===== src/common/scsc_pkg.sv =====
package scsc_pkg;
  localparam int unsigned CLK_HZ = 100000000;
  localparam int unsigned BAUD_BPS = 19200;
  localparam int unsigned BIT_CYCLES = CLK_HZ / BAUD_BPS;
  localparam int unsigned HALF_CYCLES = BIT_CYCLES / 2;
  localparam int unsigned DATA_BITS = 8;
  localparam logic [7:0] CMD_PORT_FIRST = 8'h10;
  localparam logic [7:0] CMD_PORT_LAST = 8'h1F;
  localparam logic [7:0] CMD_VIDEO_OFF = 8'h71;
  localparam logic [4:0] CHAN_OFF = 5'h00;
  localparam logic [4:0] CHAN_RESET = 5'h00;
  localparam logic [3:0] DIGIT_LIMIT = 4'h9;
  typedef enum logic {SCSC_MODE_POWER, SCSC_MODE_LOCKSTEP} scsc_mode_type;
endpackage : scsc_pkg


===== src/common/scsc_link_if.sv =====
`timescale 1ns/100ps
interface scsc_link_if;
  logic to_switch;
  logic to_remote;
  modport switch_end (input to_switch, output to_remote);
  modport remote_end (output to_switch, input to_remote);
endinterface : scsc_link_if


===== src/core/scsc_switch.sv =====
`timescale 1ns/100ps
// Notes on behaviour
// - Link runs at 19200 bits per second
// - Eight data bits, no parity bit
// - No flow control on the link
// - Echo each valid received command byte in lockstep mode; a later send replaces it while it is still pending
// - Received byte alone picks the host port
// - 10h-1Fh pick ports 1-16; 71h video off
// - In lockstep mode a channel change sends its command byte; a later send replaces it while it is still pending
// - Received command switches channel; slaves follow
// - Switching by received command only in lockstep mode; local and cascade selects work in both modes
// - Port mode: power control or lockstep
// - Cascade address: two decimal digits per level
module scsc_switch (
  input wire logic clk_sys,
  input wire logic reset,
  scsc_link_if.switch_end link,
  input wire logic mode_lockstep,
  input wire logic local_sel_valid,
  input wire logic [4:0] local_sel_chan,
  input wire logic [3:0] casc_digit_0,
  input wire logic [3:0] casc_digit_1,
  input wire logic [3:0] casc_digit_2,
  input wire logic [3:0] casc_digit_3,
  input wire logic casc_two_level,
  input wire logic casc_valid,
  output logic [4:0] chan_q,
  output logic [4:0] casc_lower_chan_q,
  output logic casc_addr_err_q,
  output logic power_port_active_q
);
  function automatic logic cmd_ok(input logic [7:0] b);
    cmd_ok = (b >= scsc_pkg::CMD_PORT_FIRST && b <= scsc_pkg::CMD_PORT_LAST)
      || b == scsc_pkg::CMD_VIDEO_OFF;
  endfunction : cmd_ok

  function automatic logic [4:0] cmd_to_chan(input logic [7:0] b);
    cmd_to_chan = (b == scsc_pkg::CMD_VIDEO_OFF) ? scsc_pkg::CHAN_OFF
      : 5'(b[3:0]) + 5'h01;
  endfunction : cmd_to_chan

  function automatic logic [7:0] chan_to_cmd(input logic [4:0] c);
    chan_to_cmd = (c == scsc_pkg::CHAN_OFF) ? scsc_pkg::CMD_VIDEO_OFF
      : scsc_pkg::CMD_PORT_FIRST + 8'(c - 5'h01);
  endfunction : chan_to_cmd

  function automatic logic [4:0] digits_to_port(input logic [3:0] hi, input logic [3:0] lo);
    logic [7:0] v;
    v = 8'(hi) * 8'h0A + 8'(lo);
    digits_to_port = (hi > scsc_pkg::DIGIT_LIMIT || lo > scsc_pkg::DIGIT_LIMIT
      || v == 8'h00 || v > 8'h10) ? 5'h1F : v[4:0];
  endfunction : digits_to_port

  // Synchroniser on the serial input
  logic rx_s1_q, rx_s2_q;
  always_ff @(posedge clk_sys) begin
    if (reset) begin
      rx_s1_q <= 1'b1;
      rx_s2_q <= 1'b1;
    end else begin
      rx_s1_q <= link.to_switch;
      rx_s2_q <= rx_s1_q;
    end
  end

  // Receiver: start, 8 data, stop; no parity, no handshake
  typedef enum logic [1:0] {SCSC_RX_IDLE, SCSC_RX_START, SCSC_RX_DATA, SCSC_RX_STOP} scsc_rx_type;
  scsc_rx_type rx_st_q;
  logic [12:0] rx_cnt_q;
  logic [2:0] rx_bit_q;
  logic [7:0] rx_sh_q;
  logic rx_done_q;
  always_ff @(posedge clk_sys) begin
    if (reset) begin
      rx_st_q <= SCSC_RX_IDLE;
      rx_cnt_q <= 13'h0000;
      rx_bit_q <= 3'h0;
      rx_sh_q <= 8'h00;
      rx_done_q <= 1'b0;
    end else begin
      rx_done_q <= 1'b0;
      case (rx_st_q)
        SCSC_RX_IDLE: begin
          if (!rx_s2_q) begin
            rx_st_q <= SCSC_RX_START;
            rx_cnt_q <= 13'(scsc_pkg::HALF_CYCLES - 1);
          end
        end
        SCSC_RX_START: begin
          if (rx_cnt_q != 13'h0000) begin
            rx_cnt_q <= rx_cnt_q - 13'h0001;
          end else if (rx_s2_q) begin
            rx_st_q <= SCSC_RX_IDLE; // Glitch, not a start bit
          end else begin
            rx_st_q <= SCSC_RX_DATA;
            rx_cnt_q <= 13'(scsc_pkg::BIT_CYCLES - 1);
            rx_bit_q <= 3'h0;
          end
        end
        SCSC_RX_DATA: begin
          if (rx_cnt_q != 13'h0000) begin
            rx_cnt_q <= rx_cnt_q - 13'h0001;
          end else begin
            rx_sh_q <= {rx_s2_q, rx_sh_q[7:1]};
            rx_cnt_q <= 13'(scsc_pkg::BIT_CYCLES - 1);
            rx_bit_q <= rx_bit_q + 3'h1;
            if (rx_bit_q == 3'(scsc_pkg::DATA_BITS - 1)) begin
              rx_st_q <= SCSC_RX_STOP;
            end
          end
        end
        SCSC_RX_STOP: begin
          if (rx_cnt_q != 13'h0000) begin
            rx_cnt_q <= rx_cnt_q - 13'h0001;
          end else begin
            rx_st_q <= SCSC_RX_IDLE;
            rx_done_q <= rx_s2_q; // Framing error drops the byte
          end
        end
        default: rx_st_q <= SCSC_RX_IDLE;
      endcase
    end
  end

  // Mode strap, one use at a time
  always_ff @(posedge clk_sys) begin
    if (reset) begin
      power_port_active_q <= 1'b1;
    end else begin
      power_port_active_q <= !mode_lockstep;
    end
  end

  // Cascade address decode
  logic [4:0] top_port, low_port;
  always_comb begin
    top_port = digits_to_port(casc_digit_0, casc_digit_1);
    low_port = casc_two_level ? digits_to_port(casc_digit_2, casc_digit_3) : scsc_pkg::CHAN_OFF;
  end
  logic casc_bad;
  always_comb begin
    casc_bad = top_port == 5'h1F || low_port == 5'h1F;
  end

  always_ff @(posedge clk_sys) begin
    if (reset) begin
      casc_lower_chan_q <= scsc_pkg::CHAN_RESET;
      casc_addr_err_q <= 1'b0;
    end else if (casc_valid) begin
      casc_addr_err_q <= casc_bad;
      if (!casc_bad) begin
        casc_lower_chan_q <= low_port;
      end
    end
  end

  // Channel selection; a received command wins over a local one
  logic rx_take, new_chg;
  logic [4:0] new_chan;
  always_comb begin
    rx_take = rx_done_q && cmd_ok(rx_sh_q) && !power_port_active_q;
    new_chan = chan_q;
    new_chg = 1'b0;
    if (rx_take) begin
      new_chan = cmd_to_chan(rx_sh_q);
      new_chg = 1'b1;
    end else if (casc_valid && !casc_bad) begin
      new_chan = top_port;
      new_chg = 1'b1;
    end else if (local_sel_valid && local_sel_chan <= 5'h10) begin
      new_chan = local_sel_chan;
      new_chg = 1'b1;
    end
  end

  always_ff @(posedge clk_sys) begin
    if (reset) begin
      chan_q <= scsc_pkg::CHAN_RESET;
    end else if (new_chg) begin
      chan_q <= new_chan;
    end
  end

  // Transmit request: echo, or announce a change
  logic tx_pend_q;
  logic [7:0] tx_byte_q;
  logic tx_busy;
  logic send_req;
  always_comb begin
    send_req = (rx_take || (new_chg && new_chan != chan_q)) && !power_port_active_q;
  end
  always_ff @(posedge clk_sys) begin
    if (reset) begin
      tx_pend_q <= 1'b0;
      tx_byte_q <= 8'h00;
    end else if (send_req) begin
      tx_pend_q <= 1'b1; // Latest wins; no flow control to hold it off
      tx_byte_q <= rx_take ? rx_sh_q : chan_to_cmd(new_chan);
    end else if (!tx_busy) begin
      tx_pend_q <= 1'b0;
    end
  end

  // Transmitter: 10 bit frame, no handshake
  logic [12:0] tx_cnt_q;
  logic [3:0] tx_idx_q;
  logic [9:0] tx_fr_q;
  assign tx_busy = tx_idx_q != 4'h0;
  always_ff @(posedge clk_sys) begin
    if (reset) begin
      tx_cnt_q <= 13'h0000;
      tx_idx_q <= 4'h0;
      tx_fr_q <= 10'h3FF;
      link.to_remote <= 1'b1;
    end else if (!tx_busy) begin
      link.to_remote <= 1'b1;
      if (tx_pend_q) begin
        tx_fr_q <= {1'b1, tx_byte_q, 1'b0};
        tx_idx_q <= 4'hB; // Extra slot keeps a full stop bit between frames
        tx_cnt_q <= 13'h0000;
      end
    end else if (tx_cnt_q != 13'h0000) begin
      tx_cnt_q <= tx_cnt_q - 13'h0001;
    end else begin
      link.to_remote <= tx_fr_q[0];
      tx_fr_q <= {1'b1, tx_fr_q[9:1]};
      tx_cnt_q <= 13'(scsc_pkg::BIT_CYCLES - 1);
      tx_idx_q <= tx_idx_q - 4'h1;
    end
  end
endmodule : scsc_switch


===== src/flat_wrapper.sv =====
// flat-port wrapper written by rule: the top's interface ports become plain ports
module scsc_switch_flat 
  (clk_sys, reset, mode_lockstep, local_sel_valid, local_sel_chan, casc_digit_0, casc_digit_1, casc_digit_2, casc_digit_3, casc_two_level, casc_valid, chan_q, casc_lower_chan_q, casc_addr_err_q, power_port_active_q, link_to_switch, link_to_remote);
  scsc_link_if link_i ();
  input wire logic clk_sys;
  input wire logic reset;
  input wire logic mode_lockstep;
  input wire logic local_sel_valid;
  input wire logic [4:0] local_sel_chan;
  input wire logic [3:0] casc_digit_0;
  input wire logic [3:0] casc_digit_1;
  input wire logic [3:0] casc_digit_2;
  input wire logic [3:0] casc_digit_3;
  input wire logic casc_two_level;
  input wire logic casc_valid;
  output logic [4:0] chan_q;
  output logic [4:0] casc_lower_chan_q;
  output logic casc_addr_err_q;
  output logic power_port_active_q;
  input wire logic [$bits(link_i.to_switch)-1:0] link_to_switch;
  output wire logic [$bits(link_i.to_remote)-1:0] link_to_remote;
  assign link_i.to_switch = link_to_switch;
  assign link_to_remote = link_i.to_remote;
  scsc_switch u_core (.clk_sys(clk_sys), .reset(reset), .link(link_i), .mode_lockstep(mode_lockstep), .local_sel_valid(local_sel_valid), .local_sel_chan(local_sel_chan), .casc_digit_0(casc_digit_0), .casc_digit_1(casc_digit_1), .casc_digit_2(casc_digit_2), .casc_digit_3(casc_digit_3), .casc_two_level(casc_two_level), .casc_valid(casc_valid), .chan_q(chan_q), .casc_lower_chan_q(casc_lower_chan_q), .casc_addr_err_q(casc_addr_err_q), .power_port_active_q(power_port_active_q));
endmodule

===== config.mk =====
export PLATFORM = sky130hd
export DESIGN_NAME = scsc_switch_flat
export DESIGN_NICKNAME = d
export VERILOG_FILES = /design/src/common/scsc_pkg.sv /design/src/common/scsc_link_if.sv /design/src/core/scsc_switch.sv /design/src/flat_wrapper.sv
export SDC_FILE = /design/constraint.sdc
export NUM_CORES = 1
export LEC_CHECK = 0
export ABC_AREA = 1
export BUFFER_PORTS_ARGS = -buffer_cell sky130_fd_sc_hd__buf_2
export CAP_MARGIN = 10
export CORE_MARGIN = 3
export CORE_UTILIZATION = 65
export DETAILED_ROUTE_END_ITERATION = 10
export GPL_TIMING_DRIVEN = 0
export PLACE_DENSITY = 0.89
export REMOVE_ABC_BUFFERS = 1
export SKIP_CTS_REPAIR_TIMING = 1
export SLEW_MARGIN = 20
export SYNTH_ARGS = -nofsm -noshare
export SYNTH_HDL_FRONTEND = slang
export SYNTH_SLANG_ARGS = --single-unit

===== constraint.sdc =====
create_clock -name clk_sys -period 5.3 [get_ports clk_sys]
set_input_delay 0.265 -clock clk_sys [delete_from_list [all_inputs] [get_ports clk_sys]]
set_output_delay 0.265 -clock clk_sys [all_outputs]
set_load 0.02 [all_outputs]

Word level (Yosys, flattened, before mapping)
Index checks and enable logic that the tools add are counted.

storage, ports and cells
  input bits = 28
  register bits = 78
  output and inout bits = 13

operators by class
  eq/ne operators = 18
  add/subtract/negate cells = 9
  multiplexer cells = 40
  bitwise gates (word level) = 4
  reductions and logical operators = 36
  $lt $le $gt $ge = 9
  multiply operators = 2

operator list
  operator                                                                           count
  13-bit 2-to-1 mux                                                                  8
  13-bit one-hot mux with 4 select lines                                             1
  5-bit 2-to-1 mux                                                                   7
  10-bit 2-to-1 mux                                                                  3
  13-bit nonzero test                                                                2
  13-bit by 1-bit subtractor with 13-bit output (second input constant)              2
  8-bit by 4-bit adder with 8-bit output                                             2
  4-bit greater-than comparator (second input constant)                              4
  8-bit by 5-bit greater-than comparator with 1-bit output (second input constant)   2
  8-bit zero test                                                                    2
  8-bit 2-to-1 mux                                                                   2
  4-bit by 3-bit multiplier with 7-bit output (second input constant)                2
  2-bit inequality test (second input constant)                                      7
  2-bit 2-to-1 mux                                                                   6
  4-bit 2-to-1 mux                                                                   3
  5-bit equality test (second input constant)                                        2
  1-bit logical OR                                                                   9
  3-bit 2-to-1 mux                                                                   3
  5-bit by 8-bit adder with 8-bit output (first input constant)                      1
  8-bit by 7-bit equality test with 1-bit output (second input constant)             1
  8-bit by 5-bit >= comparator with 1-bit output (second input constant)             1
  8-bit by 5-bit less-or-equal comparator with 1-bit output (second input constant)  1
  2-bit one-hot mux with 4 select lines                                              1
  1-bit logical AND                                                                  7
  25 further kinds                                                                   39

Depth between registers and ports, before layout
Gate-level depths: netlist of the first run.

  word-level depth = 18
  mapped depth = 28
  depth with buffers taken out = 28

Least setup slack after synthesis of the first run
No wires, ideal clock.

  path type = input to register
  from = input casc_digit_2[1]
  to = register u_core.tx_byte_q[5]
  data arrival time = 3.489 ns
  stages = 24
  setup slack = 1.747 ns
  required time = 5.236 ns
  cells stage by stage = ha_1 ha_1 fa_1 nand2_1 nor2_1 nand2_1 nand3_1 nand2_1 nor2_2 nand2_2 nand3_4 nand4_1 nand3_1 nand2_1 inv_1 ha_1 inv_1 nor2_1 nand2_1 and2_1 ha_1 a21oi_1 nor2_1 nor2_1

on the way
  longest elaborated chain between the ends = 17
  elaborated cells on any way between the ends = 27
  classes of those cells = add/sub: 3; mul: 1; order compare: 2; eq/ne: 2; mux: 8; reduce/logical: 11

RTL lines
  what                                                                                            line                                    RTL
  start, declared                                                                                 flat_wrapper.sv:12                      input wire logic [3:0] casc_digit_2;
  parallel branches: the longest is 5 deep, another holds 8-bit by 4-bit adder with 8-bit output  -
  5-bit 2-to-1 mux (*)                                                                            scsc_switch.sv:51                       || v == 8'h00 || v > 8'h10) ? 5'h1F : v[4:0];
  5-bit 2-to-1 mux (*)                                                                            scsc_switch.sv:138                      low_port = casc_two_level ? digits_to_port(casc_digit_2, casc_digit_3) : scsc_pkg::CHAN_OFF;
  5-bit equality test (*)                                                                         scsc_switch.sv:142                      casc_bad = top_port == 5'h1F || low_port == 5'h1F;
  1-bit logical OR (*)                                                                            scsc_switch.sv:142
  1-bit zero test (*)                                                                             -
  1-bit logical AND (*)                                                                           scsc_switch.sv:167                      end else if (casc_valid && !casc_bad) begin
  5-bit 2-to-1 mux                                                                                scsc_switch.sv:167
  5-bit 2-to-1 mux                                                                                scsc_switch.sv:164                      if (rx_take) begin
  5-bit by 1-bit subtractor with 6-bit output or 5-bit inequality test (tied branches)            scsc_switch.sv:44, scsc_switch.sv:190
  5-bit by 8-bit adder with 8-bit output or 1-bit logical AND (tied branches)                     scsc_switch.sv:44, scsc_switch.sv:190
  8-bit 2-to-1 mux or 1-bit logical OR (tied branches)                                            scsc_switch.sv:43, scsc_switch.sv:190
  8-bit 2-to-1 mux or 1-bit logical AND (tied branches)                                           scsc_switch.sv:198, scsc_switch.sv:190
  end signal, assigned                                                                            scsc_switch.sv:198                      tx_byte_q <= rx_take ? rx_sh_q : chan_to_cmd(new_chan);
  end, declared                                                                                   scsc_switch.sv:186                      logic [7:0] tx_byte_q;

Mark *: on every way between the ends.
A chain may end at the register's enable or synchronous reset.

Final worst setup path of the first run
Ends and elaborated chain as after synthesis.

==> results of run 1 <==
-- where the power goes --
group / internal [W] / leakage (nW) / switching (W) / total [W]
clock network: 0.000221 / 0.0973 / 0.000229 / 0.000450
logic: 0.000414 / 1.77 / 0.000784 / 0.00120
registers: 0.000713 / 0.631 / 0.0000984 / 0.000811
total: 0.00135 / 2.50 / 0.00111 / 0.00246
-- logic make-up after synthesis --
family,Yosys count,share of synthesized area
and+or+nand+nor,347,0.326
buffers and inverters,107,0.0876
DFF,77,0.322
AOI/OAI and AO/OA,115,0.139
xor gates and xnor gates,18,0.0329
adders and majority gates,33,0.0926
-- layer usage --
| layer | vias to the layer above | wire length, um | global-route usage |
|---|---|---|---|
| met4 | 0 | 161 | 0.0978 |
| met2 | 157 | 5320 | 0.472 |
| met5 | - | 0 | 0 |
| met3 | 21 | 621 | 0.0435 |
| li1 | 2380 | - | - |
| met1 | 2141 | 4700 | 0.326 |
-- critical path: stages --
cell and delay [ps]:
buf_2 130, ha_1 300, ha_1 230, fa_1 570, nand2_1 100, nor2_1 90, nand2_1 80, nand3_1 80
nand2_1 60, nor2_2 160, nand2_2 120, nand3_4 160, nand4_1 90, nand3_1 150, nand2_1 90, inv_1 120
ha_1 200, inv_1 50, nor2_1 170, nand2_1 100, and2_1 170, ha_1 270, a21oi_1 140, nor2_1 50
nor2_1 100
-- worst max path at each step --
stage / depth (start not counted) / end / start / slack [ps]
global route: 26 / u_core.tx_byte_q[6] / casc_digit_2[1] / 1160
finish: 25 / u_core.tx_byte_q[5] / casc_digit_2[1] / 1520
detailed placement: 27 / u_core.tx_byte_q[5] / casc_digit_2[1] / 1190
CTS: 25 / u_core.tx_byte_q[5] / casc_digit_2[1] / 1560
global placement: 27 / u_core.tx_byte_q[5] / casc_digit_2[1] / 1330
floorplan: 24 / u_core.tx_byte_q[5] / casc_digit_2[1] / 1740
-- area by class of cell --
cell class | count | area, um^2 | share of cell area
multi-input combinational | 513 | 2830 | 0.539
sequential | 77 | 1540 | 0.294
inverter | 94 | 354 | 0.0676
timing repair buffer | 40 | 200 | 0.0382
clock buffer | 10 | 128 | 0.0244
tap | 96 | 120 | 0.0229
clock inverter | 6 | 68.8 | 0.0131
-- through the flow --
step / hold slack, ps / power, W
detailed placement: 403 / 0.00200
global route: 88.1 / 0.00267
global placement: 392 / 0.00193
finish: 92.6 / 0.00246
CTS: 84.1 / 0.00245
floorplan: 334 / 0.00173
-- state kept, by name, summed over array words and instances, names as in the netlist, 4 cells and up, named ones only --
signal,flops
u_core.rx_cnt_q,13
u_core.tx_fr_q,9
u_core.rx_sh_q,8
u_core.casc_lower_chan_q,5
u_core.chan_q,5
u_core.tx_byte_q,8
u_core.tx_idx_q,4
u_core.tx_cnt_q,13
-- cells in the final DEF (no fill, tap or decap), types with 2 or more instances in the layout --
cell type / n
nand2_1: 162
inv_1: 89
dfxtp_1: 77
nor2_1: 75
nand3_1: 54
o21ai_0: 42
buf_2: 40
a21oi_1: 37
ha_1: 29
xor2_1: 15
nand4_1: 11
nor3_1: 11
clkbuf_8: 9
o211ai_1: 8
nor4_1: 7
o22ai_1: 7
nand2_2: 5
o31ai_1: 5
nor2_2: 4
nand3_2: 4
a221oi_1: 4
fa_1: 4
nand3_4: 3
nand3b_1: 3
xnor2_1: 3
o21ai_1: 2
clkinv_2: 2
inv_2: 2
clkinv_1: 2
o32ai_1: 2
a31oi_1: 2
or2_2: 2
inv_6: 2
==> impl_metrics.env, run 1 <==
export IMPL_status="finished, final reports clean"
export IMPL_powerDensity_nw_per_um2=469
export IMPL_antenna_found_initial=0
export IMPL_rsz0062_at_grt="false"
export IMPL_grt_ovfl_total=0
export IMPL_vias_per_cell=5.62
export IMPL_cp_end_kind="flop"
export IMPL_finalHoldViolCount=0
export IMPL_crit_arrival_ps=4070
export IMPL_wl_per_cell_um=12.9
export IMPL_grt_pass1_vias=4512
export IMPL_relSlewSlack=0.418
export IMPL_ant_nets=0
export IMPL_drv_slew=0
export IMPL_hold_end="u_core.rx_s1_q"
export IMPL_synth_top_area_frac=0.322
export IMPL_io_buffer_count=40
export IMPL_syn_instance_count=697
export IMPL_max_cap_violations=0
export IMPL_ys_dominant_reg_cell="dfxtp_1"
export IMPL_utilization=0.750
export IMPL_finalSetupViolCount=0
export IMPL_num_rows=30
export IMPL_tns_ps=0
export IMPL_rr_worst_depth=21
export IMPL_routed_via_count=4699
export IMPL_cts_htree_levels=3
export IMPL_synth_area_um2=4790
export IMPL_ys_types=46
export IMPL_drive_above_1_share=0.107
export IMPL_peakVddDrop_v=0.000339
export IMPL_cts_sinks=77
export IMPL_gp_congestion=0.936
export IMPL_post_place_ws_ps=1190
export IMPL_grtUsageTotal=0.267
export IMPL_root_buffer="clkbuf_8"
export IMPL_crit_reg2reg_launch="u_core.rx_sh_q[4]"
export IMPL_fin_crit_sh=0.713
export IMPL_grt_max_degree=44
export IMPL_setup_slack_ps=1520
export IMPL_cts_buffer_depth=2
export IMPL_startpoint_type="primary input"
export IMPL_cts_made_buffers=9
export IMPL_min_path_type="in2reg"
export IMPL_dp_hpwl_um=7910
export IMPL_clk_latency_ps=360
export IMPL_fillers=558
export IMPL_yosysWarnings=0
export IMPL_fmax_ghz=0.265
export IMPL_grt_pass1_wl_um=18900
export IMPL_min_from="link_to_switch"
export IMPL_dpl_cell_count=820
export IMPL_chipWidth_um=91.8
export IMPL_initial_core_util=0.685
export IMPL_required_ps=5590
export IMPL_cts_tree="yes"
export IMPL_tightestPinTransition_ps=850
export IMPL_path_class="in2reg"
export IMPL_dieArea_um2=8430
export IMPL_synthMostInstantiatedCell="nand2_1"
export IMPL_avgSynthCellArea_um2=6.87
export IMPL_dr_pass1_iters=5
export IMPL_io_pins=41
export IMPL_yosysSeqAreaShare=0.322
export IMPL_clk_pin_slew_ps=80
export IMPL_antenna_cells=0
export IMPL_final_instance_count_excl_fill=836
export IMPL_drc=0
export IMPL_synthToLayoutAreaGrowth_pct=9.44
export IMPL_async_flop_share=0
export IMPL_rrSetupSlack_ps=2160
export IMPL_synth_seq_cells=77
export IMPL_p_leak_nw=2.50
export IMPL_worstReg2RegEnd="u_core.tx_byte_q[5]"
export IMPL_wl_um=10800
export IMPL_synth_edff_count=0
export IMPL_drtIter0Drc=292
export IMPL_clock_skew_ps=12.2
export IMPL_synth_area_top_cells="dfxtp_1, nand2_1, ha_1"
export IMPL_fp_dieH_um=91.8
export IMPL_synth_top_cell_by_area="dfxtp_1"
export IMPL_final_area_um2=5240
export IMPL_core_um2=6980
export IMPL_ys_top_cells_by_count="nand2_1, inv_1, dfxtp_1"
export IMPL_cp_max_fo=8
export IMPL_finalCriticalPeriod_ps=3780
export IMPL_placed_area_um2=5040
export IMPL_whs_path_depth=2
export IMPL_nets=796
(Power assumes the default switching activity.)
==> inputs of run 2 (changes only) <==
- CORE_UTILIZATION: 65 -> 54
- PLACE_DENSITY: 0.89 -> 0.79
- clock period: 5.3 -> 3.1 ns (I/O delays scaled with it)
==> run 2 against run 1 <==
Net effect: the run now ends with setup timing left; flip-flop and latch count stayed put; global-route usage decreased by 4.9 points; setup slack lost 1700 ps; wire length is 4.4% higher; register-to-register slack worse by 2100 ps; critical path depth grew 3; combinational power rose by 77%; core utilization shrank 9.5 points; power increased by 73%; critical path type unchanged; largest power group unchanged.
==> impl_metrics.env, run 2 (synthesized netlist as in run 1, its figures left out) <==
export IMPL_wl_um=11300
export IMPL_chipWidth_um=100
export IMPL_post_place_ws_ps=-851
export IMPL_clk_pin_slew_ps=100
export IMPL_cp_max_fo=8
export IMPL_cts_sinks=77
export IMPL_fmax_ghz=0.302
export IMPL_placed_area_um2=5050
export IMPL_nets=807
export IMPL_drive_above_1_share=0.158
export IMPL_crit_slowest_cell="fa_2"
export IMPL_drtIter0Drc=258
export IMPL_cp_end_kind="flop"
export IMPL_gp_congestion=0.851
export IMPL_cts_made_buffers=9
export IMPL_min_from="casc_digit_3[0]"
export IMPL_fp_dieH_um=100
export IMPL_core_um2=8420
export IMPL_required_ps=3370
export IMPL_crit_family="simple AND/OR/NAND/NOR gates"
export IMPL_worstReg2RegEnd="u_core.tx_byte_q[6]"
export IMPL_cp_common_cell="nor2_1"
export IMPL_rrSetupSlack_ps=60
export IMPL_p_leak_nw=2.56
export IMPL_crit_reg2reg_launch="u_core.rx_sh_q[4]"
export IMPL_grt_ovfl_total=0
export IMPL_path_class="in2reg"
export IMPL_whs_path_depth=3
export IMPL_layout_commonest_cell="nand2_1"
export IMPL_slowest_delay_ps=620
export IMPL_status="finished with violations"
export IMPL_dr_pass1_iters=5
export IMPL_dieArea_um2=10000
export IMPL_setup_slack_ps=-213
export IMPL_tightestPinTransition_ps=804
export IMPL_vias_per_cell=5.57
export IMPL_startpoint_type="primary input"
export IMPL_peakVddDrop_v=0.000461
export IMPL_rsz0062_at_grt="true"
export IMPL_num_rows=33
export IMPL_grt_pass1_wl_um=18400
export IMPL_cts_tree="yes"
export IMPL_drc=0
export IMPL_finalSetupViolCount=3
export IMPL_reg_top3="u_core.rx_cnt_q x13, u_core.tx_cnt_q x13, u_core.tx_fr_q x9"
export IMPL_dp_hpwl_um=7810
export IMPL_crit_buf_inv=4
export IMPL_finalCriticalPeriod_ps=3310
export IMPL_min_path_type="in2reg"
export IMPL_grt_max_degree=44
export IMPL_initial_core_util=0.568
export IMPL_max_cap_violations=0
export IMPL_cts_htree_levels=3
export IMPL_clk_latency_ps=370
export IMPL_rr_worst_depth=22
export IMPL_drv_slew=0
export IMPL_io_buffer_count=40
export IMPL_grtUsageTotal=0.218
export IMPL_routed_via_count=4766
export IMPL_hold_end="u_core.casc_lower_chan_q[0]"
export IMPL_io_pins=41
export IMPL_antenna_found_initial=0
export IMPL_grt_pass1_vias=4270
export IMPL_synthToLayoutAreaGrowth_pct=15.3
export IMPL_root_buffer="clkbuf_8"
export IMPL_fin_crit_sh=1.07
export IMPL_violations="setup timing"
export IMPL_clock_skew_ps=10.3
export IMPL_wl_per_cell_um=13.2
export IMPL_relSlewSlack=0.462
export IMPL_final_area_um2=5520
export IMPL_powerDensity_nw_per_um2=771
export IMPL_final_cell_mix="nand2_1, inv_1, dfxtp_1, nor2_1, nand3_1"
export IMPL_crit_arrival_ps=3580
export IMPL_finalHoldViolCount=0
export IMPL_ant_nets=0
export IMPL_antenna_cells=0
export IMPL_cts_buffer_depth=2
[run 2: changes by cell type in the layout (fill, tap and decap cells not counted), moves of 3 or more]
| cell | before | now |
|---|---|---|
| ha_4 | 0 | 5 |
| inv_2 | 2 | 5 |
| nand2_1 | 162 | 152 |
| nand3_1 | 54 | 50 |
| nor2_1 | 75 | 71 |
| ha_1 | 29 | 24 |
| nand3_2 | 4 | 7 |
| buf_4 | 0 | 8 |
| inv_1 | 89 | 85 |
| nand2_2 | 5 | 12 |
| nand2_4 | 1 | 4 |
[run 2: final cells by class]
| cell class | count | area, um^2 |
|---|---|---|
| clock buffers | 9 | 124 |
| clock inverters | 7 | 63.8 |
| fillers | 708 | 2910 |
| inverters | 94 | 357 |
| multi-input cells | 514 | 3000 |
| flip-flops and latches | 77 | 1540 |
| well taps | 105 | 131 |
| repair buffers | 50 | 297 |
[run 2: power by group]
group / total [W] / internal [W] / switching, W
clock network: 0.000749 / 0.000310 / 0.000439
logic: 0.00212 / 0.000749 / 0.00137
registers: 0.00139 / 0.00122 / 0.000169
total: 0.00425 / 0.00228 / 0.00197
[run 2: worst max path at each step]
stage | startpoint | to | slack (ps) | depth (start not counted)
detailed placement | casc_digit_2[1] | u_core.tx_byte_q[5] | -850 | 27
global placement | casc_digit_2[1] | u_core.tx_byte_q[5] | -800 | 27
finish | casc_digit_2[3] | u_core.tx_byte_q[6] | -210 | 28
floorplan | casc_digit_2[1] | u_core.tx_byte_q[5] | -350 | 24
CTS | casc_digit_2[1] | u_core.tx_byte_q[5] | -530 | 27
global route | casc_digit_2[3] | u_core.tx_byte_q[5] | -380 | 27
[run 2: routing by layer]
layer | track usage | part of all wire | vias up
met5 | 0 | 0 | -
met4 | 0.0622 | 0.020 | 0
met3 | 0.0389 | 0.053 | 25
met2 | 0.374 | 0.49 | 140
met1 | 0.281 | 0.44 | 2207
li1 | - | - | 2394
[run 2: tightest hold or removal path, cell delays in order]
cell	delay (ps)
buf_2	100
nor2_1	90
o31ai_1	80
[run 2: metrics by stage]
stage	utilization	TNS, ps	cells	hold WS (ps)	power, W
final	0.655	-609	856	116	0.00425
after floorplan	-	-1190	684	224	0.00296
after detailed placement	0.600	-5420	829	327	0.00341
after CTS	0.622	-2570	845	-55.7	0.00416
after global routing	0.655	-2020	856	121	0.00465
after global placement	0.600	-5030	829	322	0.00332
